$ cat src/logic/ckg_defs.vh
// constants for the clock generator: register map, fields, timing
// assumes a 10 MHz system clock and an 8-bit register file on the bus
`ifndef CKG_DEFS_VH
`define CKG_DEFS_VH

// word addresses of the registers
`define CKG_A_CLKSRC 3'h0
`define CKG_A_MISC 3'h1
`define CKG_A_PRE 3'h2
`define CKG_A_TAPSEL 3'h3
`define CKG_A_WDCTL 3'h4
`define CKG_A_WDKEY 3'h5

// clock_source_control fields
`define CKG_B_CPUSEL 7
`define CKG_B_EXTDET 6
`define CKG_B_EXTEN 5
`define CKG_B_BIAS 4
`define CKG_B_XSP 3
`define CKG_B_RSP 2
`define CKG_B_XEN 1
`define CKG_B_REN 0

// misc_clock_options fields
`define CKG_B_RCPA 3
`define CKG_B_DEB 2
`define CKG_B_XOUT 1
`define CKG_B_COUT 0

// prescaler_reset_control field
`define CKG_B_PRECLR 0

// field reset values
`define CKG_RV_CPUSEL 1'b0
`define CKG_RV_EXTEN 1'b0
`define CKG_RV_BIAS 1'b1
`define CKG_RV_XEN 1'b0
`define CKG_RV_REN 1'b1
`define CKG_RV_SP 1'b1
`define CKG_RV_TAP 3'h0

// cpu clock source codes
`define CKG_SRC_RC 2'h0
`define CKG_SRC_EXT 2'h1
`define CKG_SRC_32K 2'h2

// timing
`define CKG_CLK_KHZ 10000
`define CKG_T_RSTA_US 5000
`define CKG_T_RSTB_US 20
`define CKG_XTAL_MASK 16'h8000
`define CKG_RC_START_EDGES 5'h10
`define CKG_EXT_LOSS_CYC 7'h40
`define CKG_WD_LIMIT 4'h8
`define CKG_WD_KEY1 8'h0A
`define CKG_WD_KEY2 8'h03

// low prescaler taps (bit k toggles at 32768 / 2^(k+1) Hz)
`define CKG_LP_DEB_SLOW 6
`define CKG_LP_DEB_FAST 1
`define CKG_LP_WD_TAP 12

`endif

$ cat src/logic/ckg_clock_gen.v
// clock generator: source select, prescalers, watchdog, pin outputs
// assumes oscillator and pin inputs are asynchronous to clk and much
// slower than 10 MHz; halt and sleep come from logic on clk
//
// Local design decisions: the placing of the registers and the Avalon-MM slave port.
`timescale 1ns/10ps
`include "ckg_defs.vh"

module ckg_clock_gen #(
    parameter REV_A = 1,
    parameter [15:0] RST_HOLD_A_CYC =
        (`CKG_T_RSTA_US * `CKG_CLK_KHZ + 999) / 1000
) (
    input wire clk,
    input wire arst_n,
    input wire [2:0] address,
    input wire read,
    input wire write,
    input wire [31:0] writedata,
    output reg [31:0] readdata,
    output reg waitrequest,
    input wire rc_clk_in,
    input wire xtal_clk_in,
    input wire ext_clk_in,
    input wire reset_pin,
    input wire porta0_in,
    input wire halt,
    input wire sleep,
    output reg cpu_clk,
    output reg clk_32k,
    output reg [7:0] hp_taps,
    output reg [14:0] lp_taps,
    output reg debounce_clk,
    output reg rc_osc_on,
    output reg rc_bias_on,
    output reg xtal_osc_on,
    output reg ext_clk_on,
    output reg pb2_out,
    output reg pb2_oe,
    output reg pb3_out,
    output reg pb3_oe,
    output reg int_reset,
    output reg wd_reset
);

localparam [15:0] RST_HOLD_B_CYC =
    (`CKG_T_RSTB_US * `CKG_CLK_KHZ + 999) / 1000;

function rise;
    input cur;
    input prev;
    begin
        rise = cur & ~prev;
    end
endfunction

// two-stage synchronisers, then one more stage for edge detection
reg [4:0] sync1_r;
reg [4:0] sync2_r;
reg [4:0] prev_r;
wire rc_s = sync2_r[0];
wire xtal_s = sync2_r[1];
wire ext_s = sync2_r[2];
wire rpin_s = sync2_r[3];
wire pa0_s = sync2_r[4];

always @(posedge clk or negedge arst_n) begin
    if (!arst_n) begin
        sync1_r <= 5'h00;
        sync2_r <= 5'h00;
        prev_r <= 5'h00;
    end else begin
        sync1_r <= {porta0_in, reset_pin, ext_clk_in, xtal_clk_in, rc_clk_in};
        sync2_r <= sync1_r;
        prev_r <= sync2_r;
    end
end

wire rc_edge = rise(rc_s, prev_r[0]);
wire xtal_edge = rise(xtal_s, prev_r[1]);
wire ext_edge = rise(ext_s, prev_r[2]);

// register state
reg cpusel_r;
reg ext_en_r;
reg bias_r;
reg xtal_en_r;
reg rc_en_r;
reg xtal_sp_r;
reg rc_sp_r;
reg ext_det_r;
reg rcpa_r;
reg deb_r;
reg xout_r;
reg cout_r;
reg [2:0] tap_sel_r;
reg wd_en_r;
reg wd_key_ok_r;
reg [3:0] wd_cnt_r;
reg [15:0] xtal_cnt_r;
reg [4:0] rc_cnt_r;
reg [6:0] ext_loss_r;
reg [7:0] hp_cnt_r;
reg [14:0] lp_cnt_r;
reg clk32_prev_r;
reg wd_tap_prev_r;
reg [1:0] src_r;
reg [15:0] rst_hold_r;

// bus handshake: one wait state; a write lands at the edge that sees
// waitrequest low, the same edge at which the master completes it
wire req = (read | write) & waitrequest;
wire wr = write & ~waitrequest;
wire [7:0] wbyte = writedata[7:0];
wire wr_clk = wr & (address == `CKG_A_CLKSRC) & ~sleep;
wire wr_misc = wr & (address == `CKG_A_MISC) & ~sleep;
wire wr_pre = wr & (address == `CKG_A_PRE);
wire wr_tap = wr & (address == `CKG_A_TAPSEL);
wire wr_wdctl = wr & (address == `CKG_A_WDCTL);
wire wr_wdkey = wr & (address == `CKG_A_WDKEY);

wire rc_run = rc_en_r & ~sleep;
wire clk32_lvl = xtal_en_r ? xtal_s : hp_cnt_r[tap_sel_r];
wire clk32_edge = rise(clk32_lvl, clk32_prev_r);
wire lp_clr = wr_pre & wbyte[`CKG_B_PRECLR];
wire wd_tap = lp_cnt_r[`CKG_LP_WD_TAP];
wire wd_tick = rise(wd_tap, wd_tap_prev_r);

reg [7:0] rd_byte;
always @* begin
    case (address)
        `CKG_A_CLKSRC: rd_byte = {cpusel_r, ext_det_r, ext_en_r, bias_r,
                                  xtal_sp_r, rc_sp_r, xtal_en_r, rc_en_r};
        `CKG_A_MISC: rd_byte = {4'h0, rcpa_r, deb_r, xout_r, cout_r};
        `CKG_A_TAPSEL: rd_byte = {5'h00, tap_sel_r};
        `CKG_A_WDCTL: rd_byte = {7'h00, wd_en_r};
        `CKG_A_WDKEY: rd_byte = {4'h0, wd_cnt_r};
        default: rd_byte = 8'h00;
    endcase
end

always @(posedge clk or negedge arst_n) begin
    if (!arst_n) begin
        waitrequest <= 1'b1;
        readdata <= 32'h00000000;
    end else begin
        waitrequest <= ~req;
        if (req && read) begin
            readdata <= {24'h000000, rd_byte};
        end
    end
end

// clock_source_control and misc_clock_options
always @(posedge clk or negedge arst_n) begin
    if (!arst_n) begin
        cpusel_r <= `CKG_RV_CPUSEL;
        ext_en_r <= `CKG_RV_EXTEN;
        bias_r <= `CKG_RV_BIAS;
        xtal_en_r <= `CKG_RV_XEN;
        rc_en_r <= `CKG_RV_REN;
        rcpa_r <= 1'b0;
        deb_r <= 1'b0;
        xout_r <= 1'b0;
        cout_r <= 1'b0;
        tap_sel_r <= `CKG_RV_TAP;
    end else begin
        if (sleep) begin
            // sleep holds the sleep-reset fields at their reset values
            cpusel_r <= `CKG_RV_CPUSEL;
            xtal_en_r <= `CKG_RV_XEN;
            rc_en_r <= `CKG_RV_REN;
            rcpa_r <= 1'b0;
            deb_r <= 1'b0;
            xout_r <= 1'b0;
            cout_r <= 1'b0;
        end else begin
            if (wr_clk) begin
                cpusel_r <= wbyte[`CKG_B_CPUSEL];
                ext_en_r <= wbyte[`CKG_B_EXTEN];
                bias_r <= wbyte[`CKG_B_BIAS];
                // crystal enable cannot be set while external clock active
                if (!(wbyte[`CKG_B_XEN] && (ext_det_r || ext_en_r))) begin
                    xtal_en_r <= wbyte[`CKG_B_XEN];
                end
            end
            if (wr_clk) begin
                rc_en_r <= wbyte[`CKG_B_REN];
            end else if (rcpa_r && pa0_s) begin
                rc_en_r <= 1'b1;
            end
            if (wr_misc) begin
                rcpa_r <= wbyte[`CKG_B_RCPA];
                deb_r <= wbyte[`CKG_B_DEB];
                xout_r <= wbyte[`CKG_B_XOUT];
                cout_r <= wbyte[`CKG_B_COUT];
            end
        end
        if (wr_tap) begin
            tap_sel_r <= wbyte[2:0];
        end
    end
end

// external clock detection: seen edges keep it alive, silence drops it
always @(posedge clk or negedge arst_n) begin
    if (!arst_n) begin
        ext_det_r <= 1'b0;
        ext_loss_r <= 7'h00;
    end else begin
        if (ext_en_r && ext_edge) begin
            ext_det_r <= 1'b1;
            ext_loss_r <= `CKG_EXT_LOSS_CYC;
        end else if (ext_loss_r != 7'h00) begin
            ext_loss_r <= ext_loss_r - 7'h01;
        end else begin
            ext_det_r <= 1'b0;
        end
    end
end

// start phases of the two oscillators
always @(posedge clk or negedge arst_n) begin
    if (!arst_n) begin
        xtal_sp_r <= `CKG_RV_SP;
        xtal_cnt_r <= 16'h0000;
        rc_sp_r <= `CKG_RV_SP;
        rc_cnt_r <= 5'h00;
    end else begin
        if (sleep || !xtal_en_r) begin
            xtal_sp_r <= `CKG_RV_SP;
            xtal_cnt_r <= 16'h0000;
        end else if (xtal_sp_r && xtal_edge) begin
            if (xtal_cnt_r == `CKG_XTAL_MASK - 16'h0001) begin
                xtal_sp_r <= 1'b0;
            end
            xtal_cnt_r <= xtal_cnt_r + 16'h0001;
        end
        if (!rc_run) begin
            rc_sp_r <= `CKG_RV_SP;
            rc_cnt_r <= 5'h00;
        end else if (rc_sp_r && rc_edge) begin
            if (rc_cnt_r == `CKG_RC_START_EDGES - 5'h01) begin
                rc_sp_r <= 1'b0;
            end
            rc_cnt_r <= rc_cnt_r + 5'h01;
        end
    end
end

// prescalers; a stopped rc with no crystal leaves the 32 kHz tap still
always @(posedge clk or negedge arst_n) begin
    if (!arst_n) begin
        hp_cnt_r <= 8'h00;
        lp_cnt_r <= 15'h0000;
        clk32_prev_r <= 1'b0;
    end else begin
        if (rc_run && rc_edge) begin
            hp_cnt_r <= hp_cnt_r + 8'h01;
        end
        clk32_prev_r <= clk32_lvl;
        if (lp_clr) begin
            lp_cnt_r <= 15'h0000;
        end else if (clk32_edge) begin
            lp_cnt_r <= lp_cnt_r + 15'h0001;
        end
    end
end

// watchdog: eight ticks of a 4 Hz tap give two seconds
always @(posedge clk or negedge arst_n) begin
    if (!arst_n) begin
        wd_en_r <= 1'b0;
        wd_key_ok_r <= 1'b0;
        wd_cnt_r <= 4'h0;
        wd_tap_prev_r <= 1'b0;
        wd_reset <= 1'b0;
    end else begin
        wd_tap_prev_r <= wd_tap;
        if (wr_wdctl && wbyte[0]) begin
            wd_en_r <= 1'b1; // only power-on can disable it
        end
        if (wr_wdkey) begin
            wd_key_ok_r <= (wbyte == `CKG_WD_KEY1);
        end
        if (wr_wdkey && wd_key_ok_r && wbyte == `CKG_WD_KEY2) begin
            wd_cnt_r <= 4'h0;
        end else if (wd_en_r && wd_tick && wd_cnt_r != `CKG_WD_LIMIT) begin
            wd_cnt_r <= wd_cnt_r + 4'h1;
        end
        wd_reset <= wd_en_r && (wd_cnt_r == `CKG_WD_LIMIT);
    end
end

// cpu clock: switch source only while both levels are low
reg [1:0] tgt;
reg cur_lvl;
reg tgt_lvl;
always @* begin
    if (!cpusel_r) begin
        tgt = `CKG_SRC_RC;
    end else if (ext_en_r) begin
        tgt = `CKG_SRC_EXT;
    end else begin
        tgt = `CKG_SRC_32K;
    end
    case (src_r)
        `CKG_SRC_RC: cur_lvl = rc_s & rc_run;
        `CKG_SRC_EXT: cur_lvl = ext_s;
        default: cur_lvl = clk32_lvl;
    endcase
    case (tgt)
        `CKG_SRC_RC: tgt_lvl = rc_s & rc_run;
        `CKG_SRC_EXT: tgt_lvl = ext_s;
        default: tgt_lvl = clk32_lvl;
    endcase
end

always @(posedge clk or negedge arst_n) begin
    if (!arst_n) begin
        src_r <= `CKG_SRC_RC;
        cpu_clk <= 1'b0;
    end else begin
        if (tgt != src_r && !cpu_clk && !tgt_lvl) begin
            src_r <= tgt;
        end
        // halt only takes effect on a low phase, so no runt pulse
        if (halt && !cpu_clk) begin
            cpu_clk <= 1'b0;
        end else if (tgt != src_r && !cpu_clk) begin
            cpu_clk <= 1'b0;
        end else begin
            cpu_clk <= cur_lvl;
        end
    end
end

// reset pin stretch; counted on clk, so independent of the rc
always @(posedge clk or negedge arst_n) begin
    if (!arst_n) begin
        rst_hold_r <= 16'h0000;
        int_reset <= 1'b0;
    end else begin
        if (rpin_s) begin
            rst_hold_r <= (REV_A != 0) ? RST_HOLD_A_CYC : RST_HOLD_B_CYC;
            int_reset <= 1'b1;
        end else if (rst_hold_r != 16'h0000) begin
            rst_hold_r <= rst_hold_r - 16'h0001;
            int_reset <= 1'b1;
        end else begin
            int_reset <= 1'b0;
        end
    end
end

// registered clock and pin outputs
always @(posedge clk or negedge arst_n) begin
    if (!arst_n) begin
        clk_32k <= 1'b0;
        hp_taps <= 8'h00;
        lp_taps <= 15'h0000;
        debounce_clk <= 1'b0;
        rc_osc_on <= 1'b0;
        rc_bias_on <= 1'b0;
        xtal_osc_on <= 1'b0;
        ext_clk_on <= 1'b0;
        pb2_out <= 1'b0;
        pb2_oe <= 1'b0;
        pb3_out <= 1'b0;
        pb3_oe <= 1'b0;
    end else begin
        clk_32k <= clk32_lvl;
        hp_taps <= hp_cnt_r;
        lp_taps <= lp_cnt_r;
        debounce_clk <= deb_r ? lp_cnt_r[`CKG_LP_DEB_FAST] :
                        lp_cnt_r[`CKG_LP_DEB_SLOW];
        rc_osc_on <= rc_run;
        rc_bias_on <= bias_r;
        xtal_osc_on <= xtal_en_r & ~sleep;
        ext_clk_on <= ext_en_r;
        pb2_out <= cout_r & cpu_clk;
        pb2_oe <= cout_r;
        pb3_out <= xout_r & xtal_en_r & xtal_s;
        pb3_oe <= xout_r;
    end
end

endmodule

$ cat config.mk
export PLATFORM = sky130hd
export DESIGN_NAME = ckg_clock_gen
export DESIGN_NICKNAME = d
export VERILOG_FILES = /design/src/logic/ckg_clock_gen.v
export VERILOG_INCLUDE_DIRS = /design/src /design/src/logic
export SDC_FILE = /design/constraint.sdc
export NUM_CORES = 1
export LEC_CHECK = 0
export CAP_MARGIN = 0
export CORE_MARGIN = 1
export CORE_UTILIZATION = 25
export CTS_CLUSTER_DIAMETER = 50
export DETAILED_ROUTE_END_ITERATION = 8
export DONT_BUFFER_PORTS = 1
export GPL_TIMING_DRIVEN = 0
export PLACE_DENSITY = 0.45
export SKIP_CTS_REPAIR_TIMING = 1
export SLEW_MARGIN = 15
export SYNTH_ARGS = -nofsm -noshare
export SYNTH_HDL_FRONTEND = slang
export SYNTH_SLANG_ARGS = --single-unit
$ cat constraint.sdc
create_clock -name clk -period 3.2 [get_ports clk]
set_clock_uncertainty 0.2 [all_clocks]
set_input_delay 0.16 -clock clk [delete_from_list [all_inputs] [get_ports clk]]
set_output_delay 0.16 -clock clk [all_outputs]
set_load 0.005 [all_outputs]
# After elaboration in Yosys (flattened, before gate mapping)
# Index checks and enable logic that the tools add are counted.
# W data, S select, Z words.
dict set report totals {
  reg_bits 149
  input_bits 46
  out_inout_bits 69
  wordCells 189
}
dict set report classes {
  add_sub_neg 7
  n_lt_le_gt_ge 1
  n_eq_ne 18
  n_mux 49
  bitwise_logic 31
  n_reduce_logical 39
}
# op count
set ops {}
lappend ops {{$mux W16} 4}
lappend ops {{$pmux W8 S5} 1}
lappend ops {{$mux W1} 31}
lappend ops {{$mux W15} 2}
lappend ops {{$and A1 B1 Y1} 22}
lappend ops {{$add A16 B1 Y16 const B} 1}
lappend ops {{$eq A16 B15 Y1 const B} 1}
lappend ops {{$logic_and A1 B1 Y1} 16}
lappend ops {{$reduce_bool A16 Y1} 1}
lappend ops {{$reduce_bool A2 Y1} 8}
lappend ops {{$sub A16 B1 Y16 const B} 1}
lappend ops {{$add A15 B1 Y15 const B} 1}
lappend ops {{$mux W7} 2}
lappend ops {{$mux W5} 2}
lappend ops {{$add A8 B1 Y8 const B} 1}
lappend ops {{$eq A8 B2 Y1 const B} 1}
lappend ops {{$eq A8 B4 Y1 const B} 1}
lappend ops {{$mux W4} 2}
lappend ops {{$not A1 Y1} 8}
lappend ops {{$reduce_and A2 Y1} 4}
lappend ops {{$reduce_bool A7 Y1} 1}
lappend ops {{$sub A7 B1 Y7 const B} 1}
lappend ops {{$eq A3 B2 Y1 const B} 2}
lappend ops {{$eq A3 B3 Y1 const B} 2}
lappend ops {{20 further kinds} 29}

# Depth between registers and ports, before layout
# Gate-level depths: netlist of run 1.
dict set report logic_depth {
  depth_word 6
  ltp_mapped 7
}

# Worst setup path before layout of run 1
# Ideal clock, no wire load.
dict set report synth_path {
  path_type {flip-flop to flip-flop}
  start {reg tap_sel_r[0]}
  end {reg lp_cnt_r[1]}
  setup_time_ps 132
  arrival_ps 1825
  required_ps 2868
  slack_ps 1043
  stages_incl_launch_ff 8
  path_buffers 2
  synth_period_minus_slack_ps 2157
  cell_sequence {dfrtp_1 mux4_1 o31a_1 o21ai_2 buf_6 buf_4 mux2i_1 nor2_1}
}
dict set report synth_between {
  elab_chain_cells 5
}
# element line_no
set synth_rtl {}
lappend synth_rtl {{from (decl)} ckg_clock_gen.v:96} ;# reg [2:0] tap_sel_r;
lappend synth_rtl {{from (signal assigned)} ckg_clock_gen.v:166} ;# tap_sel_r <= `CKG_RV_TAP;
lappend synth_rtl {{from (signal assigned)} ckg_clock_gen.v:200} ;# tap_sel_r <= wbyte[2:0];
lappend synth_rtl {{$bmux W1 S3} ckg_clock_gen.v:123} ;# wire clk32_lvl = xtal_en_r ? xtal_s : hp_cnt_r[tap_sel_r];
lappend synth_rtl {{$mux W1 (not written as such)} ckg_clock_gen.v:123}
lappend synth_rtl {{$mux W1} ckg_clock_gen.v:123}
lappend synth_rtl {{$and A1 B1 Y1} ckg_clock_gen.v:53} ;# rise = cur & ~prev;
lappend synth_rtl {{$reduce_bool A2 Y1 (no line)} --}
lappend synth_rtl {{to (signal assigned)} ckg_clock_gen.v:265} ;# lp_cnt_r <= lp_cnt_r + 15'h0001;
lappend synth_rtl {{to (decl)} ckg_clock_gen.v:104} ;# reg [14:0] lp_cnt_r;
# Every way passes these cells. The select of a mux whose other input is x is not followed.
# A chain may end at the register's enable or synchronous reset.

# Final worst setup path of run 1
dict set report layout_path {
  start {reg waitrequest}
  end {reg lp_cnt_r[2]}
}
dict set report layout_between {
  elab_chain_cells 5
  elab_cells_between_ends 6
  classes_between {1 x mux; 4 x bitwise; 1 x reduce/logical}
}
# element line_no
set layout_rtl {}
lappend layout_rtl {{from (decl)} ckg_clock_gen.v:21} ;# output reg waitrequest,
lappend layout_rtl {{from (signal assigned)} ckg_clock_gen.v:147} ;# waitrequest <= ~req;
lappend layout_rtl {{$not A1 Y1 *} ckg_clock_gen.v:113} ;# wire wr = write & ~waitrequest;
lappend layout_rtl {{$and A1 B1 Y1 *} ckg_clock_gen.v:113}
lappend layout_rtl {{$and A1 B1 Y1 *} ckg_clock_gen.v:117} ;# wire wr_pre = wr & (address == `CKG_A_PRE);
lappend layout_rtl {{$and A1 B1 Y1 *} ckg_clock_gen.v:125} ;# wire lp_clr = wr_pre & wbyte[`CKG_B_PRECLR];
lappend layout_rtl {{$mux W15 / $reduce_bool A2 Y1 (equally long branches)} --}
# Mark *: on every way between the ends. The rest lies on a longest branch, timed or not.

==> impl_metrics.toml, run 1 <==
[run_status]
violations = "negative hold slack"
outcome = "finished with violations"

[timing]
worst_pin_slew_ns = 0.821
hold_slack_ns = -0.756
fmax_mhz = 375
final-setup-viol-count = 0
slew_headroom_pct = 45.2
hold_violations = 148
rsz0062_at_grt = "no"
finalSetupTns_ns = 0
period_minus_slack_ns = 2.67
period_share_pct = 83.3
drv_slew = 0

[setup_path]
end_kind = "flop"
startpoint_type = "flop"
timing.rr.start = "waitrequest"
r2r_cells = 5
worstPathRequired_ns = 3.29
r2r_setup_slack_ns = 0.53
reg2reg_to = "lp_cnt_r[2]"
cp_max_fo = 10
critPathKind = "reg -> reg"
cp.arrival_ns = 2.76

[power]
power_leakage_nw = 3.36
power_density_mw_per_mm2 = 707
peakVddDrop_uv = 320

[final_layout]
drive_gt1_share_pct = 11.5
num-fill-cells = 2604
area_growth_pct = 19.9
final_cell_mix = "143 x dfrtp_1, 65 x nor2_1, 45 x nand2_1"
regArea_mm2 = 0.00371
antennaDiodeCount = 0
mostFrequentLayoutCell = "dfrtp_1"
multi_input_area_mm2 = 0.00258
fin_area_mm2 = 0.00782
nNetsFinal = 720

[cts]
cts_buffers = 17
htreeDepth = 4
clkSinkCount = 148
cts_buffer_depth = 2
clk_latency_ns = 0.43
clkTransAtPathRegs_ns = 0.06
cts_tree = "yes"
cts-root-buf = "clkbuf_16"

[logic_synthesis]
synth_top_area_share_pct = 54.8
synthFlopType = "dfrtp_1"
synth-edff-count = 0
ys_seq_area_share_pct = 56.8
syn_avg_cell_area_um2 = 10.9
synthArstFlopShare_pct = 100
yosys.area.top_type = "dfrtp_1"
synth_cells = 600
syn-cell-area_mm2 = 0.00653
synth_area_leaders = "dfrtp_1 55%, nor2_1 3.7%, xor2_1 3.5%, buf_4 3.0%, nand2_1 2.6%"
synth_warnings = 0
yosys_register_bits = 148
ys_types = 55

[hold_path]
hp-class = "in -> async"

[routing]
avgViaCountPerCell = 4.46
drtPass1Iterations = 4
vias = 4489
wl_per_cell_um = 14.8
drc = 0
drtAntennaViolNets = 0
drtIter0Drc = 380
wirelength_um = 14900

[floorplan]
rows = 58
die_h_um = 164
start_util_pct = 25.7
die_w_um = 164
core-area_mm2 = 0.0254
die_area_mm2 = 0.0268
pin_count = 115

[grt]
grt.total_usage_pct = 11.6
grt_max_degree = 149
grt_pass1_wl_um = 24100
grt_pass1_vias = 4453
grt_overflow = 0
antenna_found_initial = 0

[place]
hpwl_um = 10200
dpl_cell_area_mm2 = 0.00703
gp_congestion = 0.797
io_buffers = 0

[flow_run]
max_cap_violations = 0
==> state kept, by name, summed over array words and instances, names as in the netlist, 5 cells and up <==
signal	cells
ext_loss_r	7
hp_taps	8
sync2_r	5
rst_hold_r	16
lp_taps	15
sync1_r	5
lp_cnt_r	15
readdata	8
rc_cnt_r	5
xtal_cnt_r	16
hp_cnt_r	8
==> layout make-up <==
class                   instances  area share (%)
repair buffers                 22            2.81
flip-flops and latches        148            47.4
inverters                      20           0.960
well taps                     330            5.28
clock buffers                  20            5.84
multi-input cells             416            32.9
clock inverters                12            1.55
plain buffers                  39            3.21
==> metrics by stage <==
stage / hold WS [ns] / instances / worst slack (ns) / total power [W] / utilization, %
after global placement: -0.330 / 953 / 0.501 / 0.00355 / 27.7
after floorplan: -0.336 / 623 / 1.04 / 0.00328 / -
after CTS: -0.784 / 985 / 0.464 / 0.00557 / 29.9
final: -0.756 / 1007 / 0.534 / 0.00553 / 30.8
after detailed placement: -0.325 / 953 / 0.470 / 0.00359 / 27.7
after global routing: -0.786 / 1007 / 0.321 / 0.00585 / 30.8
==> logic make-up (layout without fill, tap and decap cells) <==
family,count (synthesis),in the layout,share of synthesized area [%]
simple gates,232,232,18.3
flops,148,148,56.8
compound gates,91,91,9.07
buf+inv,59,113,5.00
xor+xnor,39,39,5.23
mux,20,20,3.62
fa+ha+maj,10,10,1.92
other cells,1,24,0.0575
==> metal layers <==
layer  part of all wire (%)  vias up  global-route usage (%)
met3                    4.5       14                    3.81
met5                      0        -                       0
met4                    1.4        0                    4.21
li1                       -     2174                       -
met2                     48       92                    18.5
met1                     46     2209                    14.6
==> worst max-delay path: stages (launching register included) <==
cell and delay [ns]:
dfstp_2 0.40, nor2b_1 0.40, and3b_1 0.27, nor3b_1 0.69, clkbuf_1 0.47, nor2_1 0.10
==> worst max-delay path by stage <==
stage               depth (start not counted)           to          from  slack (ns)
floorplan                                   7  lp_cnt_r[1]  tap_sel_r[0]        1.04
finish                                      5  lp_cnt_r[2]   waitrequest        0.53
CTS                                         5  lp_cnt_r[2]   waitrequest        0.46
global route                                5  lp_cnt_r[2]   waitrequest        0.32
detailed placement                          5  lp_cnt_r[2]   waitrequest        0.47
global placement                            5  lp_cnt_r[2]   waitrequest        0.50
==> cells in the mapped netlist (3+ instances only) <==
master / instances
buf_4: 26
o211ai_1: 6
nand3b_1: 10
o41ai_1: 3
inv_1: 20
o21ai_0: 23
dfstp_2: 5
and3b_1: 3
xnor2_1: 13
nor2b_1: 7
mux2i_1: 12
nand2_1: 45
dfrtp_1: 143
or3_1: 12
nand4_1: 11
o31ai_1: 5
mux2_2: 6
ha_1: 10
and3_1: 8
nand3_1: 21
and4_1: 3
nand2b_1: 10
or4_1: 5
xor2_1: 26
nor2_1: 65
a211oi_1: 7
and2_1: 5
nor3_1: 14
nor4_1: 5
clkbuf_1: 11
a21oi_1: 30
==> power by group <==
group          internal, W  switching, W
combinational     0.000427      0.000433
sequential         0.00227      0.000442
clock              0.00112      0.000834
total              0.00382       0.00171
Note: power is estimated with default switching activity, not from simulation.
==> run 2, diff against run 1 <==
==> constraint.sdc (replaced) <==
create_clock -name clk -period 2.6 [get_ports clk]
set_clock_uncertainty 0.2 [all_clocks]
set_input_delay 0.13 -clock clk [delete_from_list [all_inputs] [get_ports clk]]
set_output_delay 0.13 -clock clk [all_outputs]
set_load 0.005 [all_outputs]
==> run 2 against run 1 <==
Effect of this change:
- the flow still finishes with violations (negative hold slack)
- final cell count about the same
- clock-buffer cell count unchanged
- flip-flop and latch count unchanged
- sequential power up 23%
- global-route usage unchanged
- core utilization up 0.059 points
- worst setup slack worse by 0.36 ns
- clock power up 23%
- non-clock buffer count up 1
- first-iteration DRC count down 1.1%
- via count up 0.25%
- total power up 23%
- critical path type unchanged
==> impl_metrics.toml, run 2 (synthesis results as in run 1) <==
[grt]
grt_pass1_vias = 4453
grt_pass1_wl_um = 24100
use_met1_pct = 14.6
grt_overflow = 0
gr-usage-met3_pct = 3.81
grt_max_degree = 149
grtUsageMet2_pct = 18.5
antenna_found_initial = 0
gr-max-usage-layer = "met2"
grt.total_usage_pct = 11.6

[final_layout]
area_growth_pct = 20.1
num-fill-cells = 2600
fin_util_pct = 30.9
drive_gt1_share_pct = 11.7
fin_cells = 1008
final_cell_mix = "143 x dfrtp_1, 65 x nor2_1, 45 x nand2_1"
nNetsFinal = 721
antennaDiodeCount = 0
reg_top3 = "rst_hold_r x16, xtal_cnt_r x16"
mostFrequentLayoutCell = "dfrtp_1"

[routing]
wirelength_um = 14900
drtPass1Iterations = 4
avgViaCountPerCell = 4.46
wl_per_cell_um = 14.8
drtAntennaViolNets = 0
vias = 4500
drc = 0
drtIter0Drc = 376

[timing]
slew_headroom_pct = 53.6
period_share_pct = 93.4
hold_slack_ns = -0.786
fin_ws_ns = 0.170
fmax_mhz = 412
hold_violations = 155
final-setup-viol-count = 0
drv_slew = 0
period_minus_slack_ns = 2.43
worst_pin_slew_ns = 0.690
finalSetupTns_ns = 0
rsz0062_at_grt = "no"

[setup_path]
end_kind = "flop"
worstPathRequired_ns = 2.70
r2r_setup_slack_ns = 0.17
timing.rr.start = "tap_sel_r[0]"
startpoint_type = "flop"
cp.arrival_ns = 2.53
cp_max_fo = 10
critPathKind = "reg -> reg"
r2r_cells = 7
reg2reg_to = "lp_cnt_r[1]"
crit_start = "tap_sel_r[0]"

[floorplan]
rows = 58
start_util_pct = 25.7
die_w_um = 164
pin_count = 115
die_area_mm2 = 0.0268
die_h_um = 164
core-area_mm2 = 0.0254

[cts]
cts_buffers = 17
htreeDepth = 4
clkTransAtPathRegs_ns = 0.07
cts-root-buf = "clkbuf_16"
clkSinkCount = 148
clk_latency_ns = 0.43
cts_tree = "yes"
cts_buffer_depth = 2

[power]
peakVddDrop_uv = 398
power_switching_w = 0.00210
p_sw_share_pct = 30.8
p_comb_share_pct = 15.6
clock_power_share_pct = 35.3
power_density_mw_per_mm2 = 868
power_frac_seq_pct = 49.1
power_leakage_nw = 3.36
p_int_w = 0.00471

[place]
io_buffers = 0
gp_congestion = 0.797
place_inst = 953
dpl_worst_slack_ns = -0.130
hpwl_um = 10200

[run_status]
violations = "negative hold slack"
outcome = "finished with violations"

[hold_path]
hp-class = "in -> async"

[flow_run]
max_cap_violations = 0
-- run 2: area by class of cell --
class                   instances  area [um2]  share of cell area [%]
inverters                      20        75.1                   0.958
repair buffers                 23         230                    2.94
clock buffers                  20         457                    5.83
plain buffers                  39         251                    3.21
flip-flops and latches        148        3710                    47.3
well taps                     330         413                    5.27
clock inverters                12         121                    1.55
multi-input cells             416        2580                    32.9
-- run 2: worst max-delay path by stage --
| stage | endpoint | slack, ns | cells past startpoint |
|---|---|---|---|
| floorplan | lp_cnt_r[1] | 0.44 | 7 |
| global route | rst_hold_r[0] | 0.004 | 5 |
| detailed placement | lp_cnt_r[2] | -0.13 | 5 |
| CTS | lp_cnt_r[2] | -0.14 | 5 |
| global placement | lp_cnt_r[2] | -0.1 | 5 |
| finish | lp_cnt_r[1] | 0.17 | 7 |
-- run 2: power by group through the flow --
stage,Combinational (W),Clock [W],Sequential [W]
floorplan,0.000859,0,0.00317
global placement,0.000994,0,0.00337
detailed placement,0.00103,0,0.00339
CTS,0.00103,0.00247,0.00335
global route,0.00120,0.00257,0.00343
finish,0.00106,0.00241,0.00334
-- run 2: critical path, stage by stage, from the launching register on --
cell,delay [ns]
dfrtp_1,0.49
mux4_1,0.61
o31a_1,0.32
o21ai_2,0.11
buf_6,0.16
buf_4,0.18
mux2i_1,0.19
nor2_1,0.05
-- run 2: through the flow --
stage | power (W) | hold WS [ns] | instance area (um2)
global route | 0.00720 | -0.816 | 7840
global placement | 0.00437 | -0.360 | 7030
detailed placement | 0.00442 | -0.355 | 7030
CTS | 0.00686 | -0.814 | 7600
floorplan | 0.00403 | -0.366 | 6610
finish | 0.00681 | -0.786 | 7840
-- run 2: layer usage --
| metal | routed length [um] | vias to the layer above |
|---|---|---|
| met1 | 6890 | 2213 |
| met3 | 683 | 14 |
| met4 | 191 | 0 |
| met5 | 0 | - |
| met2 | 7140 | 94 |
| li1 | - | 2179 |
